## src/tpio_params.svh

```systemverilog
// Purpose: offsets, field positions and reset values of the two-port io
// Assumes: included by bare name
// Notes:   definitions only
`ifndef TPIO_PARAMS_SVH
`define TPIO_PARAMS_SVH
// register byte offsets, one aligned word each
`define TPIO_ADR_CTRL  8'h00
`define TPIO_ADR_ADIR  8'h04
`define TPIO_ADR_BDIR  8'h08
`define TPIO_ADR_HDIR  8'h0c
`define TPIO_ADR_ADAT  8'h10
`define TPIO_ADR_BDAT  8'h14
`define TPIO_ADR_HDAT  8'h18
`define TPIO_ADR_ISTAT 8'h1c
`define TPIO_ADR_IMASK 8'h20
// control byte fields
`define TPIO_CTRL_AMODE 1:0
`define TPIO_CTRL_BMODE 3:2
// reset values: both ports bit-programmable, all lines inputs
`define TPIO_CTRL_RST  4'hf
`define TPIO_MASK_RST  2'h3
// peripheral strobe is active low
`define TPIO_STB_ACTIVE 1'b0
// handshake pin positions
`define TPIO_HS_ARDY 0
`define TPIO_HS_ASTB 1
`define TPIO_HS_BRDY 2
`define TPIO_HS_BSTB 3
`endif

```

## src/tpio_pkg.sv

```systemverilog
// Purpose: shared types of the two-port io
// Assumes: nothing
// Notes:   mode order matches the control field encoding
package tpio_pkg;
  // port mode as stored in the control register
  typedef enum logic [1:0] {MODE_IN, MODE_OUT, MODE_BIDIR, MODE_BITP} tpio_mode_t;
endpackage : tpio_pkg

```

## src/tpio_hs_if.sv

```systemverilog
// Purpose: one ready/strobe channel between the top and its sequencer
// Assumes: all signals on the one system clock
// Notes:   evt is a one-cycle pulse
`timescale 1ns/1ns
interface tpio_hs_if;
  logic enIn;      // channel controls an inbound transfer
  logic enOut;     // channel controls an outbound transfer
  logic stb;       // filtered strobe, high while active
  logic hostDone;  // host read (in) or wrote (out) the data word
  logic rdy;       // ready level for the pin
  logic evt;       // strobe trailing edge while enabled
  modport dev (input enIn, enOut, stb, hostDone, output rdy, evt);
  modport ctl (output enIn, enOut, stb, hostDone, input rdy, evt);
endinterface : tpio_hs_if

```

## src/tpio_handshake.sv

```systemverilog
// Purpose: ready/strobe sequencing for one handshake channel
// Assumes: strobe already synchronised and normalised to active high
// Notes:   data capture itself happens in the top on evt
`timescale 1ns/1ns
module tpio_handshake (
  input wire logic clock,
  input wire logic rst,
  tpio_hs_if.dev   hs
);
  import tpio_pkg::*;

  logic stbPrev_r;   // strobe one cycle ago
  logic enInPrev_r;  // input enable one cycle ago
  logic rdy_r;       // ready level
  logic lead;        // strobe leading edge
  logic trail;       // strobe trailing edge

  assign lead  = hs.stb & ~stbPrev_r;
  assign trail = ~hs.stb & stbPrev_r;

  // strobe history for edge detection
  always_ff @(posedge clock) begin
    if (rst) begin
      stbPrev_r  <= 1'b0;
      enInPrev_r <= 1'b0;
    end else begin
      stbPrev_r  <= hs.stb;
      enInPrev_r <= hs.enIn;
    end
  end

  // ready sequencing; leading edge beats a re-arm in the same cycle
  always_ff @(posedge clock) begin
    if (rst) begin
      rdy_r <= 1'b0;
    end else if (hs.enIn) begin
      if (lead) begin
        rdy_r <= 1'b0;
      end else if (!enInPrev_r || hs.hostDone) begin
        rdy_r <= 1'b1;
      end
    end else if (hs.enOut) begin
      // new data wins over an acknowledge in the same cycle
      if (hs.hostDone) begin
        rdy_r <= 1'b1;
      end else if (trail) begin
        rdy_r <= 1'b0;
      end
    end else begin
      rdy_r <= 1'b0;
    end
  end

  assign hs.rdy = rdy_r;
  assign hs.evt = (hs.enIn | hs.enOut) & trail;
endmodule : tpio_handshake

```

## src/tpio_top.sv

```systemverilog
// Purpose: two-port programmable parallel io behind a wishbone slave
// Assumes: one 20 MHz clock, synchronous active-high reset
// Notes:   all pin inputs pass a three-stage synchroniser
//
// The Wishbone interface to the registers and the register offsets were chosen for this implementation.
`timescale 1ns/1ns
`include "tpio_params.svh"

// What this block does
// - twenty lines: two bytes plus four handshakes
// - answers whether mapped in io or memory
// - each port byte input or output, handshaked
// - only port A may go bidirectional
// - bidir: A pair inbound, B pair outbound
// - bit mode: each data line own direction
// - handshake pair general io when its port is in bit mode, B pair not in bidir
// - strobe leading edge drops ready on an inbound channel, trailing edge on an outbound one
// - strobe trailing edge latches input data, interrupts
module tpio_top #(
  parameter int PW = 8  // port width
) (
  input  wire logic            clock,
  input  wire logic            rst,
  input  wire logic            clearN,
  input  wire logic            wb_cyc_i,
  input  wire logic            wb_stb_i,
  input  wire logic            wb_we_i,
  input  wire logic [7:0]      wb_adr_i,
  input  wire logic [3:0]      wb_sel_i,
  input  wire logic [31:0]     wb_dat_i,
  output logic      [31:0]     wb_dat_o,
  output logic                 wb_ack_o,
  input  wire logic [PW-1:0]   aPinIn,
  output logic      [PW-1:0]   aPinOut,
  output logic      [PW-1:0]   aPinOeN,
  input  wire logic [PW-1:0]   bPinIn,
  output logic      [PW-1:0]   bPinOut,
  output logic      [PW-1:0]   bPinOeN,
  input  wire logic [3:0]      hsPinIn,
  output logic      [3:0]      hsPinOut,
  output logic      [3:0]      hsPinOeN,
  output logic                 intA,
  output logic                 intB,
  output logic                 irq
);
  import tpio_pkg::*;

  localparam int SW = 2*PW + 5;  // synchronised inputs, clear on top
  localparam logic [SW-1:0] SYNC_RST = {1'b1, 4'ha, {(2*PW){1'b0}}}; // idle

  // synchroniser stages and filtered levels
  logic [SW-1:0] sync1_r;
  logic [SW-1:0] sync2_r;
  logic [SW-1:0] sync3_r;
  logic [SW-1:0] filt_r;
  logic          rstAll;      // reset or clear pin
  logic [PW-1:0] aPin;        // filtered port A
  logic [PW-1:0] bPin;        // filtered port B
  logic [3:0]    hsPin;       // filtered handshake lines

  // bus slave
  logic          ack_r;
  logic [31:0]   dat_r;
  logic [31:0]   rdData;
  logic          req;
  logic          wrEn;
  logic          rdEn;

  // software registers
  logic [3:0]    ctrl_r;      // both mode fields
  logic [PW-1:0] aDir_r;      // 1 = output, bit mode
  logic [PW-1:0] bDir_r;
  logic [3:0]    hsDir_r;     // general-purpose handshake direction
  logic [PW-1:0] aLat_r;      // output latches
  logic [PW-1:0] bLat_r;
  logic [3:0]    hsLat_r;
  logic [PW-1:0] aBuf_r;      // input buffers
  logic [PW-1:0] bBuf_r;
  logic [1:0]    stat_r;      // sticky events, A in bit 0
  logic [1:0]    mask_r;
  logic [1:0]    statClr;

  // pin drivers and interrupt outputs
  logic [PW-1:0] aOut_r;
  logic [PW-1:0] aOeN_r;
  logic [PW-1:0] bOut_r;
  logic [PW-1:0] bOeN_r;
  logic [3:0]    hsOut_r;
  logic [3:0]    hsOeN_r;
  logic          intA_r;
  logic          intB_r;
  logic          irq_r;

  // mode view and channel wiring
  tpio_mode_t    modeA;
  tpio_mode_t    modeB;
  logic          bidir;
  logic          gp0;         // pair A is general io
  logic          gp1;         // pair B is general io
  logic          selA;
  logic          selB;
  logic [1:0]    chEnIn;
  logic [1:0]    chEnOut;
  logic [1:0]    chStb;
  logic [1:0]    chDone;
  logic [1:0]    chRdy;
  logic [1:0]    chEvt;

  tpio_hs_if hs[2] ();

  // three synchroniser flops and a filter flop per pin; a change counts once stages two and three agree
  always_ff @(posedge clock) begin
    if (rst) begin
      sync1_r <= SYNC_RST;
      sync2_r <= SYNC_RST;
      sync3_r <= SYNC_RST;
      filt_r  <= SYNC_RST;
    end else begin
      sync1_r <= {clearN, hsPinIn, bPinIn, aPinIn};
      sync2_r <= sync1_r;
      sync3_r <= sync2_r;
      filt_r  <= (sync2_r & sync3_r) | (filt_r & (sync2_r | sync3_r));
    end
  end

  assign rstAll = rst | ~filt_r[SW-1];
  assign aPin   = filt_r[PW-1:0];
  assign bPin   = filt_r[2*PW-1:PW];
  assign hsPin  = filt_r[2*PW+3:2*PW];

  // decode looks at the offset only, so any space mapping works
  assign req  = wb_cyc_i & wb_stb_i & ~ack_r;
  assign wrEn = req & wb_we_i & wb_sel_i[0];
  assign rdEn = req & ~wb_we_i;
  assign selA = wb_adr_i == `TPIO_ADR_ADAT;
  assign selB = wb_adr_i == `TPIO_ADR_BDAT;

  // one ack per request, dropped the cycle after
  always_ff @(posedge clock) begin
    if (rst) begin
      ack_r <= 1'b0;
      dat_r <= 32'h0;
    end else begin
      ack_r <= req;
      if (rdEn) begin
        dat_r <= rdData;
      end
    end
  end
  assign wb_ack_o = ack_r;
  assign wb_dat_o = dat_r;

  assign modeA = tpio_mode_t'(ctrl_r[`TPIO_CTRL_AMODE]);
  assign modeB = tpio_mode_t'(ctrl_r[`TPIO_CTRL_BMODE]);
  assign bidir = modeA == MODE_BIDIR;
  assign gp0   = modeA == MODE_BITP;
  assign gp1   = (modeB == MODE_BITP) && !bidir;

  // mode and direction registers; only a control write changes modes
  always_ff @(posedge clock) begin
    if (rstAll) begin
      ctrl_r  <= `TPIO_CTRL_RST;
      aDir_r  <= '0;
      bDir_r  <= '0;
      hsDir_r <= 4'h0;
      mask_r  <= `TPIO_MASK_RST;
    end else if (wrEn) begin
      case (wb_adr_i)
        `TPIO_ADR_CTRL: begin
          ctrl_r[`TPIO_CTRL_AMODE] <= wb_dat_i[1:0];
          // a bidirectional code for port B is ignored
          if (wb_dat_i[3:2] != MODE_BIDIR) begin
            ctrl_r[`TPIO_CTRL_BMODE] <= wb_dat_i[3:2];
          end
        end
        `TPIO_ADR_ADIR:  aDir_r  <= wb_dat_i[PW-1:0];
        `TPIO_ADR_BDIR:  bDir_r  <= wb_dat_i[PW-1:0];
        `TPIO_ADR_HDIR:  hsDir_r <= wb_dat_i[3:0];
        `TPIO_ADR_IMASK: mask_r  <= wb_dat_i[1:0];
        default: begin
          // other offsets hold no mode state
        end
      endcase
    end
  end

  // output latches, written in every mode
  always_ff @(posedge clock) begin
    if (rstAll) begin
      aLat_r  <= '0;
      bLat_r  <= '0;
      hsLat_r <= 4'h0;
    end else if (wrEn) begin
      if (selA) begin
        aLat_r <= wb_dat_i[PW-1:0];
      end
      if (selB) begin
        bLat_r <= wb_dat_i[PW-1:0];
      end
      if (wb_adr_i == `TPIO_ADR_HDAT) begin
        hsLat_r <= wb_dat_i[3:0];
      end
    end
  end

  // channel 0 is pair A; channel 1 is pair B, or A outbound in bidir
  assign chEnIn[0]  = (modeA == MODE_IN) || bidir;
  assign chEnOut[0] = modeA == MODE_OUT;
  assign chEnIn[1]  = (modeB == MODE_IN) && !bidir;
  // relies on software keeping port B bit-programmable here
  assign chEnOut[1] = ((modeB == MODE_OUT) && !bidir) || bidir;
  assign chStb[0]   = hsPin[`TPIO_HS_ASTB] == `TPIO_STB_ACTIVE;
  assign chStb[1]   = hsPin[`TPIO_HS_BSTB] == `TPIO_STB_ACTIVE;
  assign chDone[0]  = chEnIn[0] ? (rdEn & selA) : (wrEn & selA);
  assign chDone[1]  = bidir ? (wrEn & selA)
                    : (chEnIn[1] ? (rdEn & selB) : (wrEn & selB));

  // one sequencer per handshake channel
  for (genvar i = 0; i < 2; i++) begin : g_ch
    assign hs[i].enIn     = chEnIn[i];
    assign hs[i].enOut    = chEnOut[i];
    assign hs[i].stb      = chStb[i];
    assign hs[i].hostDone = chDone[i];
    assign chRdy[i]       = hs[i].rdy;
    assign chEvt[i]       = hs[i].evt;
    tpio_handshake u_hs (
      .clock (clock),
      .rst   (rstAll),
      .hs    (hs[i])
    );
  end

  // input buffers latch on the strobe trailing edge
  always_ff @(posedge clock) begin
    if (rstAll) begin
      aBuf_r <= '0;
      bBuf_r <= '0;
    end else begin
      if (chEvt[0] && chEnIn[0]) begin
        aBuf_r <= aPin;
      end
      if (chEvt[1] && chEnIn[1]) begin
        bBuf_r <= bPin;
      end
    end
  end

  // sticky events; a set in the clearing cycle survives
  assign statClr = (wrEn && wb_adr_i == `TPIO_ADR_ISTAT) ? wb_dat_i[1:0]
                                                         : 2'h0;
  always_ff @(posedge clock) begin
    if (rstAll) begin
      stat_r <= 2'h0;
    end else begin
      stat_r <= (stat_r & ~statClr) | chEvt;
    end
  end

  // interrupt outputs follow unmasked status one cycle later
  always_ff @(posedge clock) begin
    if (rstAll) begin
      intA_r <= 1'b0;
      intB_r <= 1'b0;
      irq_r  <= 1'b0;
    end else begin
      intA_r <= stat_r[0] & mask_r[0];
      intB_r <= stat_r[1] & mask_r[1];
      irq_r  <= |(stat_r & mask_r);
    end
  end
  assign intA = intA_r;
  assign intB = intB_r;
  assign irq  = irq_r;

  // port A data pins
  always_ff @(posedge clock) begin
    if (rstAll) begin
      aOut_r <= '0;
      aOeN_r <= '1;
    end else begin
      aOut_r <= aLat_r;
      case (modeA)
        MODE_IN:    aOeN_r <= '1;
        MODE_OUT:   aOeN_r <= '0;
        // bidir drives only while the outbound strobe is active
        MODE_BIDIR: aOeN_r <= {PW{~chStb[1]}};
        MODE_BITP:  aOeN_r <= ~aDir_r;
        default:    aOeN_r <= '1;
      endcase
    end
  end

  // port B data pins; bidir never applies here
  always_ff @(posedge clock) begin
    if (rstAll) begin
      bOut_r <= '0;
      bOeN_r <= '1;
    end else begin
      bOut_r <= bLat_r;
      case (modeB)
        MODE_IN:   bOeN_r <= '1;
        MODE_OUT:  bOeN_r <= '0;
        MODE_BITP: bOeN_r <= ~bDir_r;
        default:   bOeN_r <= '1;
      endcase
    end
  end

  // handshake pins: ready driven, strobe read, or general io
  always_ff @(posedge clock) begin
    if (rstAll) begin
      hsOut_r <= 4'h0;
      hsOeN_r <= 4'hf;
    end else begin
      hsOut_r[1:0] <= gp0 ? hsLat_r[1:0] : {1'b0, chRdy[0]};
      hsOut_r[3:2] <= gp1 ? hsLat_r[3:2] : {1'b0, chRdy[1]};
      hsOeN_r[1:0] <= gp0 ? ~hsDir_r[1:0] : 2'h2;
      hsOeN_r[3:2] <= gp1 ? ~hsDir_r[3:2] : 2'h2;
    end
  end
  // twenty controllable lines: two bytes and four handshakes
  assign aPinOut  = aOut_r;
  assign aPinOeN  = aOeN_r;
  assign bPinOut  = bOut_r;
  assign bPinOeN  = bOeN_r;
  assign hsPinOut = hsOut_r;
  assign hsPinOeN = hsOeN_r;

  // register readback; data reads depend on the port mode
  always_comb begin
    rdData = 32'h0;
    case (wb_adr_i)
      `TPIO_ADR_CTRL:  rdData = {28'h0, ctrl_r};
      `TPIO_ADR_ADIR:  rdData = {{(32-PW){1'b0}}, aDir_r};
      `TPIO_ADR_BDIR:  rdData = {{(32-PW){1'b0}}, bDir_r};
      `TPIO_ADR_HDIR:  rdData = {28'h0, hsDir_r};
      `TPIO_ADR_ADAT: begin
        if (chEnIn[0]) begin
          rdData = {{(32-PW){1'b0}}, aBuf_r};
        end else if (modeA == MODE_OUT) begin
          rdData = {{(32-PW){1'b0}}, aLat_r};
        end else begin
          rdData = {{(32-PW){1'b0}}, aPin};
        end
      end
      `TPIO_ADR_BDAT: begin
        if (chEnIn[1]) begin
          rdData = {{(32-PW){1'b0}}, bBuf_r};
        end else if (modeB == MODE_OUT) begin
          rdData = {{(32-PW){1'b0}}, bLat_r};
        end else begin
          rdData = {{(32-PW){1'b0}}, bPin};
        end
      end
      `TPIO_ADR_HDAT:  rdData = {28'h0, hsPin};
      `TPIO_ADR_ISTAT: rdData = {30'h0, stat_r};
      `TPIO_ADR_IMASK: rdData = {30'h0, mask_r};
      default:         rdData = 32'h0;
    endcase
  end
endmodule : tpio_top

```

## config.mk

```make
export PLATFORM = sky130hd
export DESIGN_NAME = tpio_top
export DESIGN_NICKNAME = d
export VERILOG_FILES = /design/src/tpio_pkg.sv /design/src/tpio_hs_if.sv /design/src/tpio_handshake.sv /design/src/tpio_top.sv
export VERILOG_INCLUDE_DIRS = /design/src
export SDC_FILE = /design/constraint.sdc
export NUM_CORES = 1
export LEC_CHECK = 0
export BUFFER_PORTS_ARGS = -buffer_cell sky130_fd_sc_hd__buf_2
export CORE_UTILIZATION = 50
export CTS_CLUSTER_DIAMETER = 50
export DETAILED_ROUTE_END_ITERATION = 10
export PLACE_DENSITY_LB_ADDON = 0.08
export SLEW_MARGIN = 5
export SYNTH_ARGS = -nofsm -noshare
export SYNTH_HDL_FRONTEND = slang
export SYNTH_SLANG_ARGS = --single-unit
```

## constraint.sdc

```tcl
create_clock -name clock -period 5.3 [get_ports clock]
set_input_delay 1.06 -clock clock [delete_from_list [all_inputs] [get_ports clock]]
set_output_delay 1.06 -clock clock [all_outputs]
set_load 0.01 [all_outputs]
```

==> key figures <==
Run status
  • Status: complete, no violations

Clocking
  • Skew-Pair Late Insertion Delay: 0.49 ns
  • Number of hold-repair buffers added at the cts stage: 0
  • Root Driver: clkbuf_16
  • Clock buffers created by TritonCTS: 21
  • Post-CTS setup buffer count: 0
  • CTS H-Tree Depth: 1
  • Clock transition at the register clock pins on the worst setup and hold paths after CTS: 0.06 ns
  • Post-cts repair resize count: 0
  • Max Root-Sink Buffers: 3
  • Clock tree from TritonCTS: yes
  • Total number of clock tree sinks: 206

Final layout
  • Antenna diode instance count: 0
  • Area of the multi-input gates: 3237 µm²
  • Design Area, Final: 8763 µm²
  • Final Net Count: 920
  • Fin util: 0.5940
  • Fraction of final layout cells sized beyond drive strength 1: 0.1916
  • Seq. cell area: 4124 µm²
  • Filler Cells Inserted: 1295
  • Area added between synthesis and finish: 14.54%
  • Count of non-filler cells in the finished layout: 1045

Synth
  • Synth unique cells: 57
  • Warnings from Yosys: 0
  • Cell area after synthesis: 7651 µm²
  • Proportion of synthesized chip area in sequential cells: 0.5390
  • Seq cells post-synth: 206
  • EDFF count, synth: 0
  • Fraction of synthesized cell area taken by the top area cell type: 0.5390
  • Top post-synthesis cells by area: dfxtp_1 (54%), mux2i_1 (10%), nor2b_1 (4.7%), nor2_1 (4.5%), o21ai_0 (3.0%)
  • Async set-or-reset flop fraction in the synthesized netlist: 0
  • Yosys top cell by area: dfxtp_1
  • Synthesized area per cell: 9.911 µm²
  • Number of standard cells after synthesis: 772
  • Flip-flop cell with the highest count after synthesis: dfxtp_1

Worst setup path
  • Worst endpoint required time: 5.66 ns
  • Bufs and invs on worst path: 1
  • Kind of critical path: input pin to flop
  • Kind of end point of the critical path: flop
  • Critical path's slowest cell: nor4b_2
  • Delay of the slowest critical-path stage: 0.94 ns
  • Cell Chain, Critical Path: buf_2 -> nor4b_2 -> nand2_2 -> nor2_8 -> mux2i_1 -> nor2_1
  • Signal arrival time at the worst endpoint: 3.26 ns
  • Highest fanout seen on the critical path: 16
  • Kind of cell with the highest combined delay on the critical path: simple AND/OR/NAND/NOR gates
  • Type of element launching the critical path: input pin

Detailed routing
  • Post-route DRC violation count: 0
  • Vias: 5612
  • Final routed wirelength across all metal layers: 16.89 mm
  • Number of vias per cell after detailed routing: 5.370
  • DR WL/cell: 16.16 µm
  • Count of routing violations after the opening detailed-route iteration: 397
  • Antenna Nets Post-Route: 0
  • TritonRoute pass-1 iters: 6

Power and ir drop
  • Power per standard cell area: 350.2 nW/µm²
  • Maximum vdd drop: 0.2310 mV
  • Leak pwr: 3.667 nW

Global route
  • Overall global routing resource usage: 0.2148
  • Residual overflow from global routing: 0
  • Vias in the first global route: 5300
  • First-pass GRT wire length: 26.99 mm
  • Initial antenna violation count: 0
  • Pin count of the biggest net entering global routing: 91

Job
  • MaxCap Viol Count: 0

Place
  • Number of buffers added on ports: 94
  • Weighted congestion at the end of routability-driven global placement: 0.8875
  • Area post-placement: 8122 µm²
  • Detail Placement HPWL: 11.52 mm
  • Number of cells in the design after placement: 1011

STA
  • Final cycle utilization of the critical path: 0.5482
  • Hold WS: 0.4086 ns
  • Final max-slew violation count: 0
  • Final hold vios: 0
  • Unrepaired setup endpoints after global routing: no
  • Relative slew margins: 0.2643
  • Time the final worst path needs with I/O delays and setup: 2.905 ns
  • Slew at the pin closest to its max-slew limit: 1.101 ns
  • Fin Clk Skew: 0.008942 ns
  • Final sum of negative setup slack: 0 ns
  • Max Freq: 344.2 MHz
  • Final setup violation count: 0

Floorplan
  • Area of the placeable core: 14750 µm²
  • Die Area: 15800 µm²
  • Initial Utilization: 0.5186
  • Number of top-level pins: 146
  • Number of rows in the core area: 44
  • Die X: 125.7 µm
  • Chip Height: 125.7 µm

Worst hold path
  • Hold crit path type: flop to flop
## cells in the final DEF (no fill, tap or decap), types with 4 or more instances in the layout
cell type  Yosys  routed
nand2b_1       6       5
conb_1         1      24
inv_1          5       5
and2_1        16      16
buf_4         25       5
clkbuf_16      0      21
nand3_1        7       7
or2_2         11      11
o21bai_1       4       4
mux2_2         8       8
nor4_1         4       4
nor2b_1       58      58
clkinv_2       0       5
nand2_1       44      44
a21oi_1       41      41
nor3_1         6       6
a211oi_1       6       6
nand4_1        5       5
a22o_1         5       5
nor2_1        91      91
o21ai_0       46      46
dfxtp_1      206     206
buf_2          9      94
o21ai_1        4       4
mux2i_1       77      77
a22oi_1        4       4
o21a_1         5       5
## state kept, by name (all words and copies together) (netlist names), 8 cells and up
name	cells
aPinOut	8
sync1_r	21
aDir_r	8
wb_dat_o	8
aBuf_r	8
bPinOeN	8
sync2_r	21
sync3_r	21
bBuf_r	8
filt_r	21
bLat_r	8
bDir_r	8
aLat_r	8
bPinOut	8
aPinOeN	8
## cells by family after synthesis
group	share of synthesized area
flip-flops	0.5390
other	0.0004901
AO/OA/AOI/OAI	0.1027
multiplexers	0.1155
AND/OR/NAND/NOR	0.1928
buffers and inverters	0.04955
## cell type report
type                            instances  share of cell area
Sequential cell                       206              0.4706
Multi-Input combinational cell        516              0.3694
Clock buffer                           27             0.06596
Timing Repair Buffer                   99             0.05797
Tap cell                              184             0.02627
Clock inverter                          7            0.007282
Inverter                                6            0.002570
## metrics by stage
stage                     setup WS, ns  total power, mW
after floorplan                  2.689            1.690
after global placement           2.040            1.715
after detailed placement         1.929            1.718
after CTS                        2.450            3.098
after global routing             2.183            3.182
final                            2.395            3.069
## routing by layer
layer | share of wire | up-vias | GRT usage
met4 | 0.022 | 0 | 0.05954
met1 | 0.44 | 2635 | 0.2781
met3 | 0.066 | 33 | 0.03993
met5 | 0 | - | 0
li1 | - | 2735 | -
met2 | 0.47 | 209 | 0.3663
## worst register-to-register path: cells and delay by family (launching register included)
| family | cells | cell delay, ns |
|---|---|---|
| AND/OR/NAND/NOR | 4 | 1.36 |
| flip-flops | 1 | 0.89 |
| multiplexers | 1 | 0.24 |
## synthesized netlist by cell type, types with 2 or more instances
master	n
nor2_4	2
and3_1	3
nand2_1	44
o21ai_1	4
o21ai_0	46
nand4_1	5
or4_1	2
nor4b_2	2
a22o_1	5
nor3_1	6
o21a_1	5
mux2i_1	77
nor2_1	91
buf_2	9
buf_4	25
a22oi_1	4
buf_1	3
o211ai_1	2
inv_1	5
a21oi_1	41
a211oi_1	6
nand3b_1	3
a32oi_1	2
nor4_1	4
nor4_4	2
and3b_1	2
o21bai_1	4
nand3_1	7
a21o_1	2
a31oi_1	2
mux2_2	8
nand2b_1	6
clkbuf_1	30
dfxtp_1	206
and2_1	16
or2_2	11
nor2b_1	58
a311oi_1	2
o221a_2	2
## worst paths after layout
kind / from / to / slack, ns / cells past startpoint
setup / recovery: wb_adr_i[2] / bLat_r[2] / 2.39 / 6
hold / removal: sync1_r[20] / sync2_r[20] / 0.41 / 1
setup reg to reg: ctrl_r[1] / bBuf_r[6] / 2.66 / 5
hold reg to reg: sync1_r[20] / sync2_r[20] / 0.41 / 1
## report_power, final
part           switching [mW]  internal [mW]  total [mW]
clock                   0.571          0.814        1.38
combinational          0.0717         0.0349       0.107
sequential            0.00857           1.57        1.58
No activity file was read; power rests on OpenSTA's default activity.
